`config.mk`:
```
export PLATFORM = sky130hd
export DESIGN_NAME = hrl_loader
export DESIGN_NICKNAME = d
export VERILOG_FILES = /design/src/shared/hrl_pkg.sv /design/src/logic/hrl_hex_pair.sv /design/src/logic/hrl_loader.sv /design/src/logic/hrl_sum8.sv
export SDC_FILE = /design/constraint.sdc
export NUM_CORES = 2
export LEC_CHECK = 0
export BUFFER_PORTS_ARGS = -buffer_cell sky130_fd_sc_hd__buf_4
export CAP_MARGIN = 30
export CORE_AREA = 2 2 436 438
export CTS_CLUSTER_SIZE = 16
export DETAILED_ROUTE_END_ITERATION = 16
export DIE_AREA = 0 0 438 440
export PLACE_DENSITY_LB_ADDON = 0.1
export SYNTH_ARGS = -nofsm -noshare
export SYNTH_HDL_FRONTEND = slang
export SYNTH_SLANG_ARGS = --single-unit
```
`constraint.sdc`:
```
create_clock -name core_clk -period 9.4 [get_ports core_clk]
set_input_delay 0.94 -clock core_clk [delete_from_list [all_inputs] [get_ports core_clk]]
set_output_delay 0.94 -clock core_clk [all_outputs]
set_load 0.05 [all_outputs]
```
`src/shared/hrl_pkg.sv`:
```
// Purpose: Shared constants, state encoding and helpers for the hex record loader.
// Assumes: Byte-wide object file stream, one 20 MHz clock.
// Notes:   Format offsets and counts live here, with the offset and sum reset values.
package hrl_pkg;

  // ----------------------------------------------------------------------
  // Hexadecimal record format
  // ----------------------------------------------------------------------
  localparam logic [7:0]  HRL_CHR_COLON    = 8'h3A;
  localparam logic [7:0]  HRL_TYP_DATA     = 8'h00;
  localparam logic [7:0]  HRL_TYP_END      = 8'h01;
  localparam logic [7:0]  HRL_TYP_XSEG     = 8'h02;
  localparam logic [7:0]  HRL_TYP_SSEG     = 8'h03;
  localparam logic [7:0]  HRL_TYP_XLIN     = 8'h04;
  localparam logic [7:0]  HRL_TYP_SLIN     = 8'h05;
  localparam logic [7:0]  HRL_XADDR_COUNT  = 8'h02;
  localparam int          HRL_SEG_SHIFT    = 4;
  localparam int          HRL_LIN_SHIFT    = 16;
  localparam logic [32:0] HRL_MAX_ADDR     = 33'h0_0FFF_FFFF;
  localparam logic [7:0]  HRL_REC_SIZE_MAX = 8'h10;

  // ----------------------------------------------------------------------
  // Binary partitioned format
  // ----------------------------------------------------------------------
  localparam logic [7:0]  HRL_BIN_ID       = 8'hA2;
  localparam logic [15:0] HRL_BIN_HDR_LEN  = 16'h004B;
  localparam logic [15:0] HRL_BIN_TOC_LEN  = 16'h0014;
  localparam logic [1:0]  HRL_BIN_ADR_LEN  = 2'h3;
  localparam logic [1:0]  HRL_BIN_LEN_LEN  = 2'h2;

  // ----------------------------------------------------------------------
  // Reset values
  // ----------------------------------------------------------------------
  localparam logic [15:0] HRL_OFFS_RST     = 16'h0000;
  localparam logic [7:0]  HRL_SUM_RST      = 8'h00;

  // ----------------------------------------------------------------------
  // Decoder states
  // ----------------------------------------------------------------------
  typedef enum logic [13:0] {
    ST_HUNT  = 14'h0001,
    ST_CNT   = 14'h0002,
    ST_AHI   = 14'h0004,
    ST_ALO   = 14'h0008,
    ST_TYP   = 14'h0010,
    ST_DAT   = 14'h0020,
    ST_SUM   = 14'h0040,
    ST_FLUSH = 14'h0080,
    ST_BID   = 14'h0100,
    ST_BSKIP = 14'h0200,
    ST_BADR  = 14'h0400,
    ST_BLEN  = 14'h0800,
    ST_BDAT  = 14'h1000,
    ST_DONE  = 14'h2000
  } hrl_state_t;

  // ----------------------------------------------------------------------
  // Helpers
  // ----------------------------------------------------------------------
  // Bit 4 of the result flags a character that is not a hex digit.
  function automatic logic [4:0] hrl_hex_val(input logic [7:0] c);
    logic [4:0] v;
    v = 5'h10;
    if (c >= 8'h30 && c <= 8'h39)
      v = {1'b0, c[3:0]};
    else if ((c >= 8'h41 && c <= 8'h46) || (c >= 8'h61 && c <= 8'h66))
      v = {1'b0, c[3:0] + 4'h9};
    return v;
  endfunction : hrl_hex_val

endpackage : hrl_pkg

```
`src/logic/hrl_hex_pair.sv`:
```
// Purpose: Turns ASCII hex characters into bytes and flags each record start.
// Assumes: Characters arrive one per strobe; a colon restarts the pairing.
// Notes:   All outputs are registered; byte_vld, sof and bad_chr last one cycle, byte_val holds.
module hrl_hex_pair
  import hrl_pkg::*;
(
  // Clock and reset
  input  wire logic       clk,
  input  wire logic       rst_n,
  // Character input
  input  wire logic       chr_vld,
  input  wire logic [7:0] chr,
  // Byte output
  output logic            byte_vld,
  output logic [7:0]      byte_val,
  output logic            sof,
  output logic            bad_chr
);

  logic       half_q;
  logic [3:0] hi_q;
  logic [4:0] nib;
  logic       is_colon;

  assign nib      = hrl_hex_val(chr);
  assign is_colon = (chr == HRL_CHR_COLON);

  always_ff @(posedge clk or negedge rst_n)
  begin
    if (!rst_n)
    begin
      half_q   <= 1'b0;
      hi_q     <= 4'h0;
      byte_vld <= 1'b0;
      byte_val <= 8'h00;
      sof      <= 1'b0;
      bad_chr  <= 1'b0;
    end
    else
    begin
      byte_vld <= chr_vld & ~is_colon & ~nib[4] & half_q;
      sof      <= chr_vld & is_colon;
      bad_chr  <= chr_vld & ~is_colon & nib[4];
      if (chr_vld)
      begin
        // A colon or a stray character drops any half-built byte.
        half_q <= ~is_colon & ~nib[4] & ~half_q;
        if (!half_q)
          hi_q <= nib[3:0];
        else
          byte_val <= {hi_q, nib[3:0]};
      end
    end
  end

endmodule : hrl_hex_pair

```
`src/logic/hrl_loader.sv`:
```
// Purpose: Decodes hex or binary partitioned object files into byte writes.
// Assumes: in_valid/in_byte are synchronous; start pulses before each file.
// Notes:   Hex data is held until its checksum is proven, then replayed.
//
// Contract
// - Hex record: colon, count, address, type prefix, then two-character checksum.
// - Type 00 record stores its data bytes at consecutive addresses.
// - Checksum is two's complement of the sum of all preceding record bytes.
// - End record (count 00, address 0000, type 01) terminates the load.
// - Type 02 gives segment base bits 4-19, kept for later data records.
// - Type 04 gives address bits 16-31, kept for later data records.
// - Address is linear<<16 plus segment<<4 plus record address field.
// - Extended records may come anywhere and affect only later data.
// - Type 03 and 05 records are accepted and otherwise ignored.
// - Requested output record size above 16 is clamped to 16.
// - Hex addresses above FFFFFFF are rejected.
// - Binary format must start with identifier byte A2.
// - The 75 header bytes after the identifier are skipped unread.
// - The 20-byte table of contents is skipped before the sections.
// - Section: 3-byte address, 2-byte length, then that many data bytes.
// - Final binary checksum byte is accepted without checking.
module hrl_loader
  import hrl_pkg::*;
#(
  parameter int BUF_DEPTH = 256
)
(
  // Clock and reset
  input  wire logic        core_clk,
  input  wire logic        resetn,
  // Control
  input  wire logic        start,
  input  wire logic        fmt_bin,
  input  wire logic [7:0]  req_size,
  // Object file stream
  input  wire logic        in_valid,
  input  wire logic [7:0]  in_byte,
  input  wire logic        in_last,
  output logic             in_ready,
  // Buffer memory writes
  output logic             wr_valid,
  output logic [31:0]      wr_addr,
  output logic [7:0]       wr_data,
  // Status
  output logic             load_done,
  output logic             err_chksum,
  output logic             err_range,
  output logic             err_format,
  output logic [7:0]       rec_size
);

  initial
  begin
    if (BUF_DEPTH != 256)
      $error("BUF_DEPTH must be 256 to hold any record");
  end

  // ----------------------------------------------------------------------
  // Reset release
  // ----------------------------------------------------------------------
  logic rst_s1_q;
  logic rst_n_q;

  always_ff @(posedge core_clk or negedge resetn)
  begin
    if (!resetn)
    begin
      rst_s1_q <= 1'b0;
      rst_n_q  <= 1'b0;
    end
    else
    begin
      rst_s1_q <= 1'b1;
      rst_n_q  <= rst_s1_q;
    end
  end

  // ----------------------------------------------------------------------
  // Byte source
  // ----------------------------------------------------------------------
  hrl_state_t  state_q;
  hrl_state_t  state_d;
  logic        bin_q;
  logic        take;
  logic        p_vld;
  logic [7:0]  p_byte;
  logic        p_sof;
  logic        p_bad;
  logic        b_vld;
  logic [7:0]  b_val;
  logic [7:0]  sum;
  logic [7:0]  sum_next;
  logic        sum_ok;

  assign take = in_valid & in_ready;

  hrl_hex_pair u_pair (
    .clk      (core_clk),
    .rst_n    (rst_n_q),
    .chr_vld  (take & ~bin_q),
    .chr      (in_byte),
    .byte_vld (p_vld),
    .byte_val (p_byte),
    .sof      (p_sof),
    .bad_chr  (p_bad)
  );

  // Binary bytes bypass the pairer; hex bytes come one cycle late from it.
  assign b_vld = bin_q ? take : p_vld;
  assign b_val = bin_q ? in_byte : p_byte;

  hrl_sum8 u_sum (
    .clk   (core_clk),
    .rst_n (rst_n_q),
    .clr   (p_sof | start),
    .add   (b_vld & ~bin_q),
    .val   (b_val),
    .sum   (sum)
  );

  assign sum_next = sum + b_val;
  assign sum_ok   = (sum_next == 8'h00);

  // ----------------------------------------------------------------------
  // Record fields and held offsets
  // ----------------------------------------------------------------------
  logic [7:0]  cnt_q;
  logic [7:0]  idx_q;
  logic [7:0]  typ_q;
  logic [15:0] off_q;
  logic [15:0] seg_q;
  logic [15:0] lin_q;
  logic [32:0] base_q;
  logic        pend_sof_q;
  logic [7:0]  mem [BUF_DEPTH];
  logic [15:0] skip_q;
  logic [1:0]  fcnt_q;
  logic [23:0] badr_q;
  logic [15:0] blen_q;
  logic [32:0] abs_addr;
  logic [32:0] flush_addr;
  logic        flush_ok;
  logic        last_dat;
  logic [15:0] xval;
  logic        hex_end;

  // Composes the absolute address of the record's first byte.
  function automatic logic [32:0] hrl_compose(input logic [15:0] lin,
                                              input logic [15:0] seg,
                                              input logic [15:0] off);
    hrl_compose = {1'b0, lin, 16'h0000}
                + {13'h0000, seg, 4'h0}
                + {17'h00000, off};
  endfunction : hrl_compose

  assign abs_addr   = hrl_compose(lin_q, seg_q, off_q);
  assign flush_addr = base_q + {25'h0000000, idx_q};
  assign flush_ok   = (flush_addr <= HRL_MAX_ADDR);
  assign last_dat   = (idx_q == cnt_q - 8'h01);
  assign xval       = {mem[0], mem[1]};
  assign hex_end    = (typ_q == HRL_TYP_END);

  // ----------------------------------------------------------------------
  // Next state
  // ----------------------------------------------------------------------
  always_comb
  begin
    state_d = state_q;
    case (state_q)
      ST_HUNT:  if (p_sof) state_d = ST_CNT;
      ST_CNT:   if (b_vld) state_d = ST_AHI;
      ST_AHI:   if (b_vld) state_d = ST_ALO;
      ST_ALO:   if (b_vld) state_d = ST_TYP;
      ST_TYP:   if (b_vld) state_d = (cnt_q == 8'h00) ? ST_SUM : ST_DAT;
      ST_DAT:   if (b_vld && last_dat) state_d = ST_SUM;
      ST_SUM:
        if (b_vld)
        begin
          if (!sum_ok)
            state_d = ST_HUNT;
          else if (hex_end)
            state_d = ST_DONE;
          else if (typ_q == HRL_TYP_DATA && cnt_q != 8'h00)
            state_d = ST_FLUSH;
          else
            state_d = ST_HUNT;
        end
      ST_FLUSH: if (last_dat) state_d = pend_sof_q ? ST_CNT : ST_HUNT;
      ST_BID:   if (b_vld) state_d = (b_val == HRL_BIN_ID) ? ST_BSKIP : ST_DONE;
      ST_BSKIP: if (b_vld && skip_q == 16'h0001) state_d = ST_BADR;
      ST_BADR:
        if (b_vld && in_last)
          state_d = ST_DONE;
        else if (b_vld && fcnt_q == HRL_BIN_ADR_LEN - 2'h1)
          state_d = ST_BLEN;
      ST_BLEN:
        if (b_vld && fcnt_q == HRL_BIN_LEN_LEN - 2'h1)
          state_d = ({b_val, blen_q[7:0]} == 16'h0000) ? ST_BADR : ST_BDAT;
      ST_BDAT:  if (b_vld && blen_q == 16'h0001) state_d = ST_BADR;
      ST_DONE:  state_d = ST_DONE;
      default:  state_d = ST_HUNT;
    endcase
    // A colon always restarts hex framing, except while replaying or once done.
    if (!bin_q && p_sof && state_q != ST_FLUSH && state_q != ST_DONE)
      state_d = ST_CNT;
    if (start)
      state_d = fmt_bin ? ST_BID : ST_HUNT;
  end

  // ----------------------------------------------------------------------
  // Control state
  // ----------------------------------------------------------------------
  always_ff @(posedge core_clk or negedge rst_n_q)
  begin
    if (!rst_n_q)
    begin
      state_q    <= ST_HUNT;
      bin_q      <= 1'b0;
      in_ready   <= 1'b0;
      pend_sof_q <= 1'b0;
      cnt_q      <= 8'h00;
      idx_q      <= 8'h00;
      typ_q      <= 8'h00;
      off_q      <= HRL_OFFS_RST;
      seg_q      <= HRL_OFFS_RST;
      lin_q      <= HRL_OFFS_RST;
      base_q     <= 33'h0_0000_0000;
      skip_q     <= 16'h0000;
      fcnt_q     <= 2'h0;
      badr_q     <= 24'h000000;
      blen_q     <= 16'h0000;
    end
    else
    begin
      state_q  <= state_d;
      // Input stalls while a proven record is replayed to memory.
      in_ready <= (state_d != ST_FLUSH);
      if (start)
      begin
        bin_q      <= fmt_bin;
        pend_sof_q <= 1'b0;
        seg_q      <= HRL_OFFS_RST;
        lin_q      <= HRL_OFFS_RST;
        skip_q     <= HRL_BIN_HDR_LEN + HRL_BIN_TOC_LEN;
        fcnt_q     <= 2'h0;
      end
      else
      begin
        // A colon caught in the cycle a replay of two or more bytes starts is kept, not lost.
        if (state_q == ST_FLUSH)
          pend_sof_q <= pend_sof_q | p_sof;
        else
          pend_sof_q <= 1'b0;
        if (b_vld)
        begin
          case (state_q)
            ST_CNT:  cnt_q <= b_val;
            ST_AHI:  off_q[15:8] <= b_val;
            ST_ALO:  off_q[7:0]  <= b_val;
            ST_TYP:
            begin
              typ_q <= b_val;
              idx_q <= 8'h00;
            end
            ST_DAT:
            begin
              mem[idx_q] <= b_val;
              idx_q      <= idx_q + 8'h01;
            end
            ST_SUM:
            begin
              idx_q  <= 8'h00;
              base_q <= abs_addr;
              // Offsets change only after their own record, so later data sees them.
              if (sum_ok && cnt_q == HRL_XADDR_COUNT && typ_q == HRL_TYP_XSEG)
                seg_q <= xval;
              if (sum_ok && cnt_q == HRL_XADDR_COUNT && typ_q == HRL_TYP_XLIN)
                lin_q <= xval;
            end
            ST_BSKIP: skip_q <= skip_q - 16'h0001;
            ST_BADR:
            begin
              badr_q <= {badr_q[15:0], b_val};
              fcnt_q <= (fcnt_q == HRL_BIN_ADR_LEN - 2'h1) ? 2'h0 : fcnt_q + 2'h1;
            end
            ST_BLEN:
            begin
              blen_q <= {blen_q[7:0], b_val};
              fcnt_q <= (fcnt_q == HRL_BIN_LEN_LEN - 2'h1) ? 2'h0 : fcnt_q + 2'h1;
            end
            ST_BDAT:
            begin
              blen_q <= blen_q - 16'h0001;
              badr_q <= badr_q + 24'h000001;
            end
            default: ;
          endcase
        end
        if (state_q == ST_FLUSH)
          idx_q <= idx_q + 8'h01;
      end
    end
  end

  // ----------------------------------------------------------------------
  // Outputs
  // ----------------------------------------------------------------------
  logic        hex_wr;
  logic        bin_wr;
  logic        sum_bad;
  logic        typ_bad;
  logic [7:0]  size_clamped;

  assign hex_wr  = (state_q == ST_FLUSH) & flush_ok;
  assign bin_wr  = (state_q == ST_BDAT) & b_vld;
  assign sum_bad = (state_q == ST_SUM) & b_vld & ~sum_ok;
  // Start-address records pass as accepted; unknown types are format errors.
  assign typ_bad = (state_q == ST_TYP) & b_vld & (b_val > HRL_TYP_SLIN);
  assign size_clamped = (req_size > HRL_REC_SIZE_MAX) ? HRL_REC_SIZE_MAX
                                                      : req_size;

  always_ff @(posedge core_clk or negedge rst_n_q)
  begin
    if (!rst_n_q)
    begin
      wr_valid   <= 1'b0;
      wr_addr    <= 32'h0000_0000;
      wr_data    <= 8'h00;
      load_done  <= 1'b0;
      err_chksum <= 1'b0;
      err_range  <= 1'b0;
      err_format <= 1'b0;
      rec_size   <= 8'h00;
    end
    else
    begin
      rec_size <= size_clamped;
      wr_valid <= hex_wr | bin_wr;
      if (hex_wr)
      begin
        wr_addr <= flush_addr[31:0];
        wr_data <= mem[idx_q];
      end
      else if (bin_wr)
      begin
        wr_addr <= {8'h00, badr_q};
        wr_data <= b_val;
      end
      if (start)
      begin
        load_done  <= 1'b0;
        err_chksum <= 1'b0;
        err_range  <= 1'b0;
        err_format <= 1'b0;
      end
      else
      begin
        load_done <= load_done | (state_d == ST_DONE);
        err_chksum <= err_chksum | sum_bad;
        err_range  <= err_range | ((state_q == ST_FLUSH) & ~flush_ok);
        err_format <= err_format | typ_bad | (p_bad & ~bin_q)
                    | ((state_q == ST_BID) & b_vld & (b_val != HRL_BIN_ID));
      end
    end
  end

endmodule : hrl_loader

```
`src/logic/hrl_sum8.sv`:
```
// Purpose: Running modulo-256 sum of record bytes.
// Assumes: Clear and add never matter in the same cycle except a restart.
// Notes:   Clear wins, so the first byte after a restart starts a fresh sum.
module hrl_sum8
  import hrl_pkg::*;
(
  // Clock and reset
  input  wire logic       clk,
  input  wire logic       rst_n,
  // Control
  input  wire logic       clr,
  input  wire logic       add,
  input  wire logic [7:0] val,
  // Result
  output logic [7:0]      sum
);

  always_ff @(posedge clk or negedge rst_n)
  begin
    if (!rst_n)
      sum <= HRL_SUM_RST;
    else if (clr)
      sum <= HRL_SUM_RST;
    else if (add)
      sum <= sum + val;
  end

endmodule : hrl_sum8

```
==> results.py <==
metrics = {
    "run": {
        "max_cap_viol_count": 0,
    },
    "setup_path": {
        "critical_path.reg2reg.startpoint": "bin_q",
        "r2r_slack_ns": 4.10,
        "critical_path.startpoint_type": "register",
        "critical_path_start_end_classification": "reg -> reg",
        "crit_fanout": 16,
        "critical_path_required_ns": 9.87,
        "critPathMaxStageDelay_ns": 0.88,
        "worst_r2r_endpoint": "mem[177][5]",
        "crit_chain": "nand2b_1 > and2_1 > nor2_1 > nand3_1 > nor2_2 > nand2_1 > nor2_1",
        "critical_path.most_common_cell": "nor2_1",
        "arrival_ns": 5.77,
        "worstSetupEndpointType": "register",
        "reg2regPathDepth": 7,
        "path_delay_family": "simple AND/OR/NAND/NOR gates",
        "crit_slowest_cell": "nor2_2",
        "crit_buf_inv": 0,
    },
    "die": {
        "initial_core_util_pct": 49.7,
        "core_mm2": 0.189,
        "floorplan.io_pins": 76,
        "std_cell_rows": 160,
        "die_outline_area_mm2": 0.193,
        "fp.dieH_um": 440,
        "die_width_um": 438,
    },
    "global_routing": {
        "groute.usage.overall_pct": 26.7,
        "first_global_vias": 49300,
        "gr-total-overflow": 0,
        "grt_antenna_before_repair": 14,
        "largest_net_degree_at_the_start_of_global_routing": 117,
        "first_pass_grt_wire_length_um": 367000,
    },
    "run_status": {
        "status": "finished clean",
    },
    "cells_and_area": {
        "multi_input_comb_area_mm2": 0.0242,
        "layout.area.seq_mm2": 0.0680,
        "syn2layout_area_growth_pct": 11.8,
        "fillerInstances": 14600,
        "drive_above_1_share_pct": 20.4,
        "finish.net_count": 5430,
    },
    "timing": {
        "relSlewSlack_pct": 32.5,
        "rsz_0062_raised_after_global_routing": "false",
        "timing.final.crit_share_pct": 56.4,
        "timing.final.hold_violations": 0,
        "min_period_ns": 5.30,
        "fin_worst_skew_ns": 0.0305,
        "clock.fmax_mhz": 189,
        "timing.setup.tns_ns": 0,
        "finalMaxSlewViolations": 0,
        "worst_hold_slack_ns": 0.237,
        "worst-slew-pin-transition_ns": 1.01,
        "finalSetupViolCount": 0,
    },
    "routing": {
        "drt-initial-drc-count": 6367,
        "detail_route.drc_violations": 0,
        "wirelength_um": 256000,
        "detailedRoute.firstPassIterationCount": 5,
        "wl_per_cell_um": 31.8,
        "routed-via-count": 50300,
        "final_antenna_net_count": 0,
        "viasPerCell": 6.23,
    },
    "yosys": {
        "synthesis.instances": 5219,
        "synth_commonest_cells": "edfxtp_1 (2048), mux4_2 (520), nor2_1 (459), dfrtp_1 (258), nand2_1 (243)",
        "netlist.area_leader.share_pct": 65.7,
        "number_of_enable_flip_flop_cells_after_synthesis": 2048,
        "yosys_warnings": 0,
        "synthArstFlopShare_pct": 11.2,
        "synth_sequential_area_ratio_pct": 72.6,
        "yosysMostFrequentCell": "edfxtp_1",
        "synth-main-ff-cell": "edfxtp_1",
        "synth_area_per_cell_um2": 17.9,
        "netlist_area_mm2": 0.0936,
        "number_of_library_cell_types_mapped_by_synthesis": 86,
        "post-synth-top-area-cell": "edfxtp_1",
        "synth_area_leaders": "edfxtp_1 (66%), mux4_2 (13%), dfrtp_1 (6.9%)",
        "postSynthRegisterBits": 2307,
    },
    "clocking": {
        "setup_repair_bufs_after_cts": 0,
        "clock_path_buffers": 3,
        "cts_hold_buf": 1,
        "cts.clk_slew.worst_paths_ns": 0.07,
        "cts.sink_count": 2307,
        "cts_tree": "built",
        "htree_levels": 4,
        "worstSkewPairLatency_ns": 0.87,
        "cts-resized-gates": 0,
        "clock_tree.root_cell": "clkbuf_16",
        "cts-buffers-inserted": 231,
    },
    "placed_design": {
        "final_replace_weighted_congestion": 0.875,
        "io_buffers": 75,
        "detailed_place_hpwl_um": 158000,
    },
    "power": {
        "leakage_nw": 33.9,
        "ir_worst_vdd_mv": 0.234,
        "total_power_mw": 21.8,
        "powerDensity_mw_per_mm2": 208,
    },
    "hold_path": {
        "worst_hold_path_type": "reg -> async",
    },
}
[power breakdown]
group / total (mW) / internal, mW / switching (mW)
clock network: 9.00 / 5.10 / 3.90
registers: 11.7 / 11.6 / 0.0312
logic: 1.15 / 0.229 / 0.916
total: 21.8 / 17.0 / 4.85
[cell type report]
cell class              count  share of cell area, %
diodes                      7                 0.0167
clock buffers             284                   5.82
clock inverters           147                   1.19
inverters                  54                  0.251
multi-input cells        2563                   23.1
flip-flops and latches   2307                   65.0
well taps                2511                   3.00
repair buffers            201                   1.65
[per-stage QoR]
| stage | instances | util (%) | setup slack, ns | cell area, um^2 |
|---|---|---|---|---|
| 6_report | 8074 | 55.5 | 4.10 | 105000 |
| 5_1_grt | 8067 | 55.5 | 3.92 | 105000 |
| 4_1_cts | 8061 | 55.4 | 4.20 | 104000 |
| 3_5_place_dp | 7629 | 51.5 | 4.16 | 97200 |
| 3_3_place_gp | 7622 | 51.5 | 3.81 | 97000 |
| 2_1_floorplan | 5221 | - | 1.01 | 93600 |
[registers in the layout (all words and copies together) (netlist names), 2 cells and up]
| register | cells |
|---|---|
| typ_q | 8 |
| u_sum.sum | 8 |
| off_q | 16 |
| lin_q | 16 |
| state_q | 14 |
| u_pair.hi_q | 4 |
| rec_size | 8 |
| idx_q | 8 |
| blen_q | 16 |
| cnt_q | 8 |
| base_q | 33 |
| wr_data | 8 |
| wr_addr | 32 |
| mem | 2048 |
| skip_q | 16 |
| seg_q | 16 |
| badr_q | 24 |
| u_pair.byte_val | 8 |
| fcnt_q | 2 |
[worst max path at each step]
stage / startpoint / to / slack [ns] / cells past startpoint
after detailed placement: in_valid / mem[180][7] / 4.16 / 8
after CTS: bin_q / mem[180][2] / 4.20 / 7
after global placement: idx_q[0] / wr_data[4] / 3.81 / 10
final: bin_q / mem[177][5] / 4.10 / 7
after global routing: bin_q / mem[177][5] / 3.92 / 7
after floorplan: rst_n_q / mem[118][0] / 1.01 / 5
[layer usage]
layer | GRT usage [%] | wire length (um)
met4 | 8.62 | 8300
met1 | 38.6 | 105000
met5 | 0 | 0
met3 | 5.53 | 23800
met2 | 41.1 | 119000
[cell families after synthesis]
logic type | share of synthesized area (%)
compound gates | 4.53
xor+xnor | 0.847
fa+ha+maj | 0.692
buf+inv | 1.72
flops | 72.6
mux | 14.5
other cells | 0.00802
simple gates | 5.09
[cell usage in the layout, fill, tap and decap left out, types with 20 or more instances in the layout]
master and n:
o21ai_0 175, clkbuf_16 233, buf_4 184, nand2b_1 22
clkinv_2 42, mux2i_1 165, a22oi_1 90, clkbuf_1 44
nand2_1 229, a221oi_1 23, xor2_1 43, dfrtp_1 251
a21oi_1 174, clkinv_1 58, nand4_1 24, xnor2_1 45
nand3_1 78, a22o_1 32, nor4_1 22, nor3_1 50
inv_1 46, o22ai_1 27, a21o_1 20, nor2b_1 25
and3_1 37, ha_1 47, nor2_1 455, mux4_2 520
edfxtp_1 2048
No activity file was read; power rests on OpenSTA's default activity.
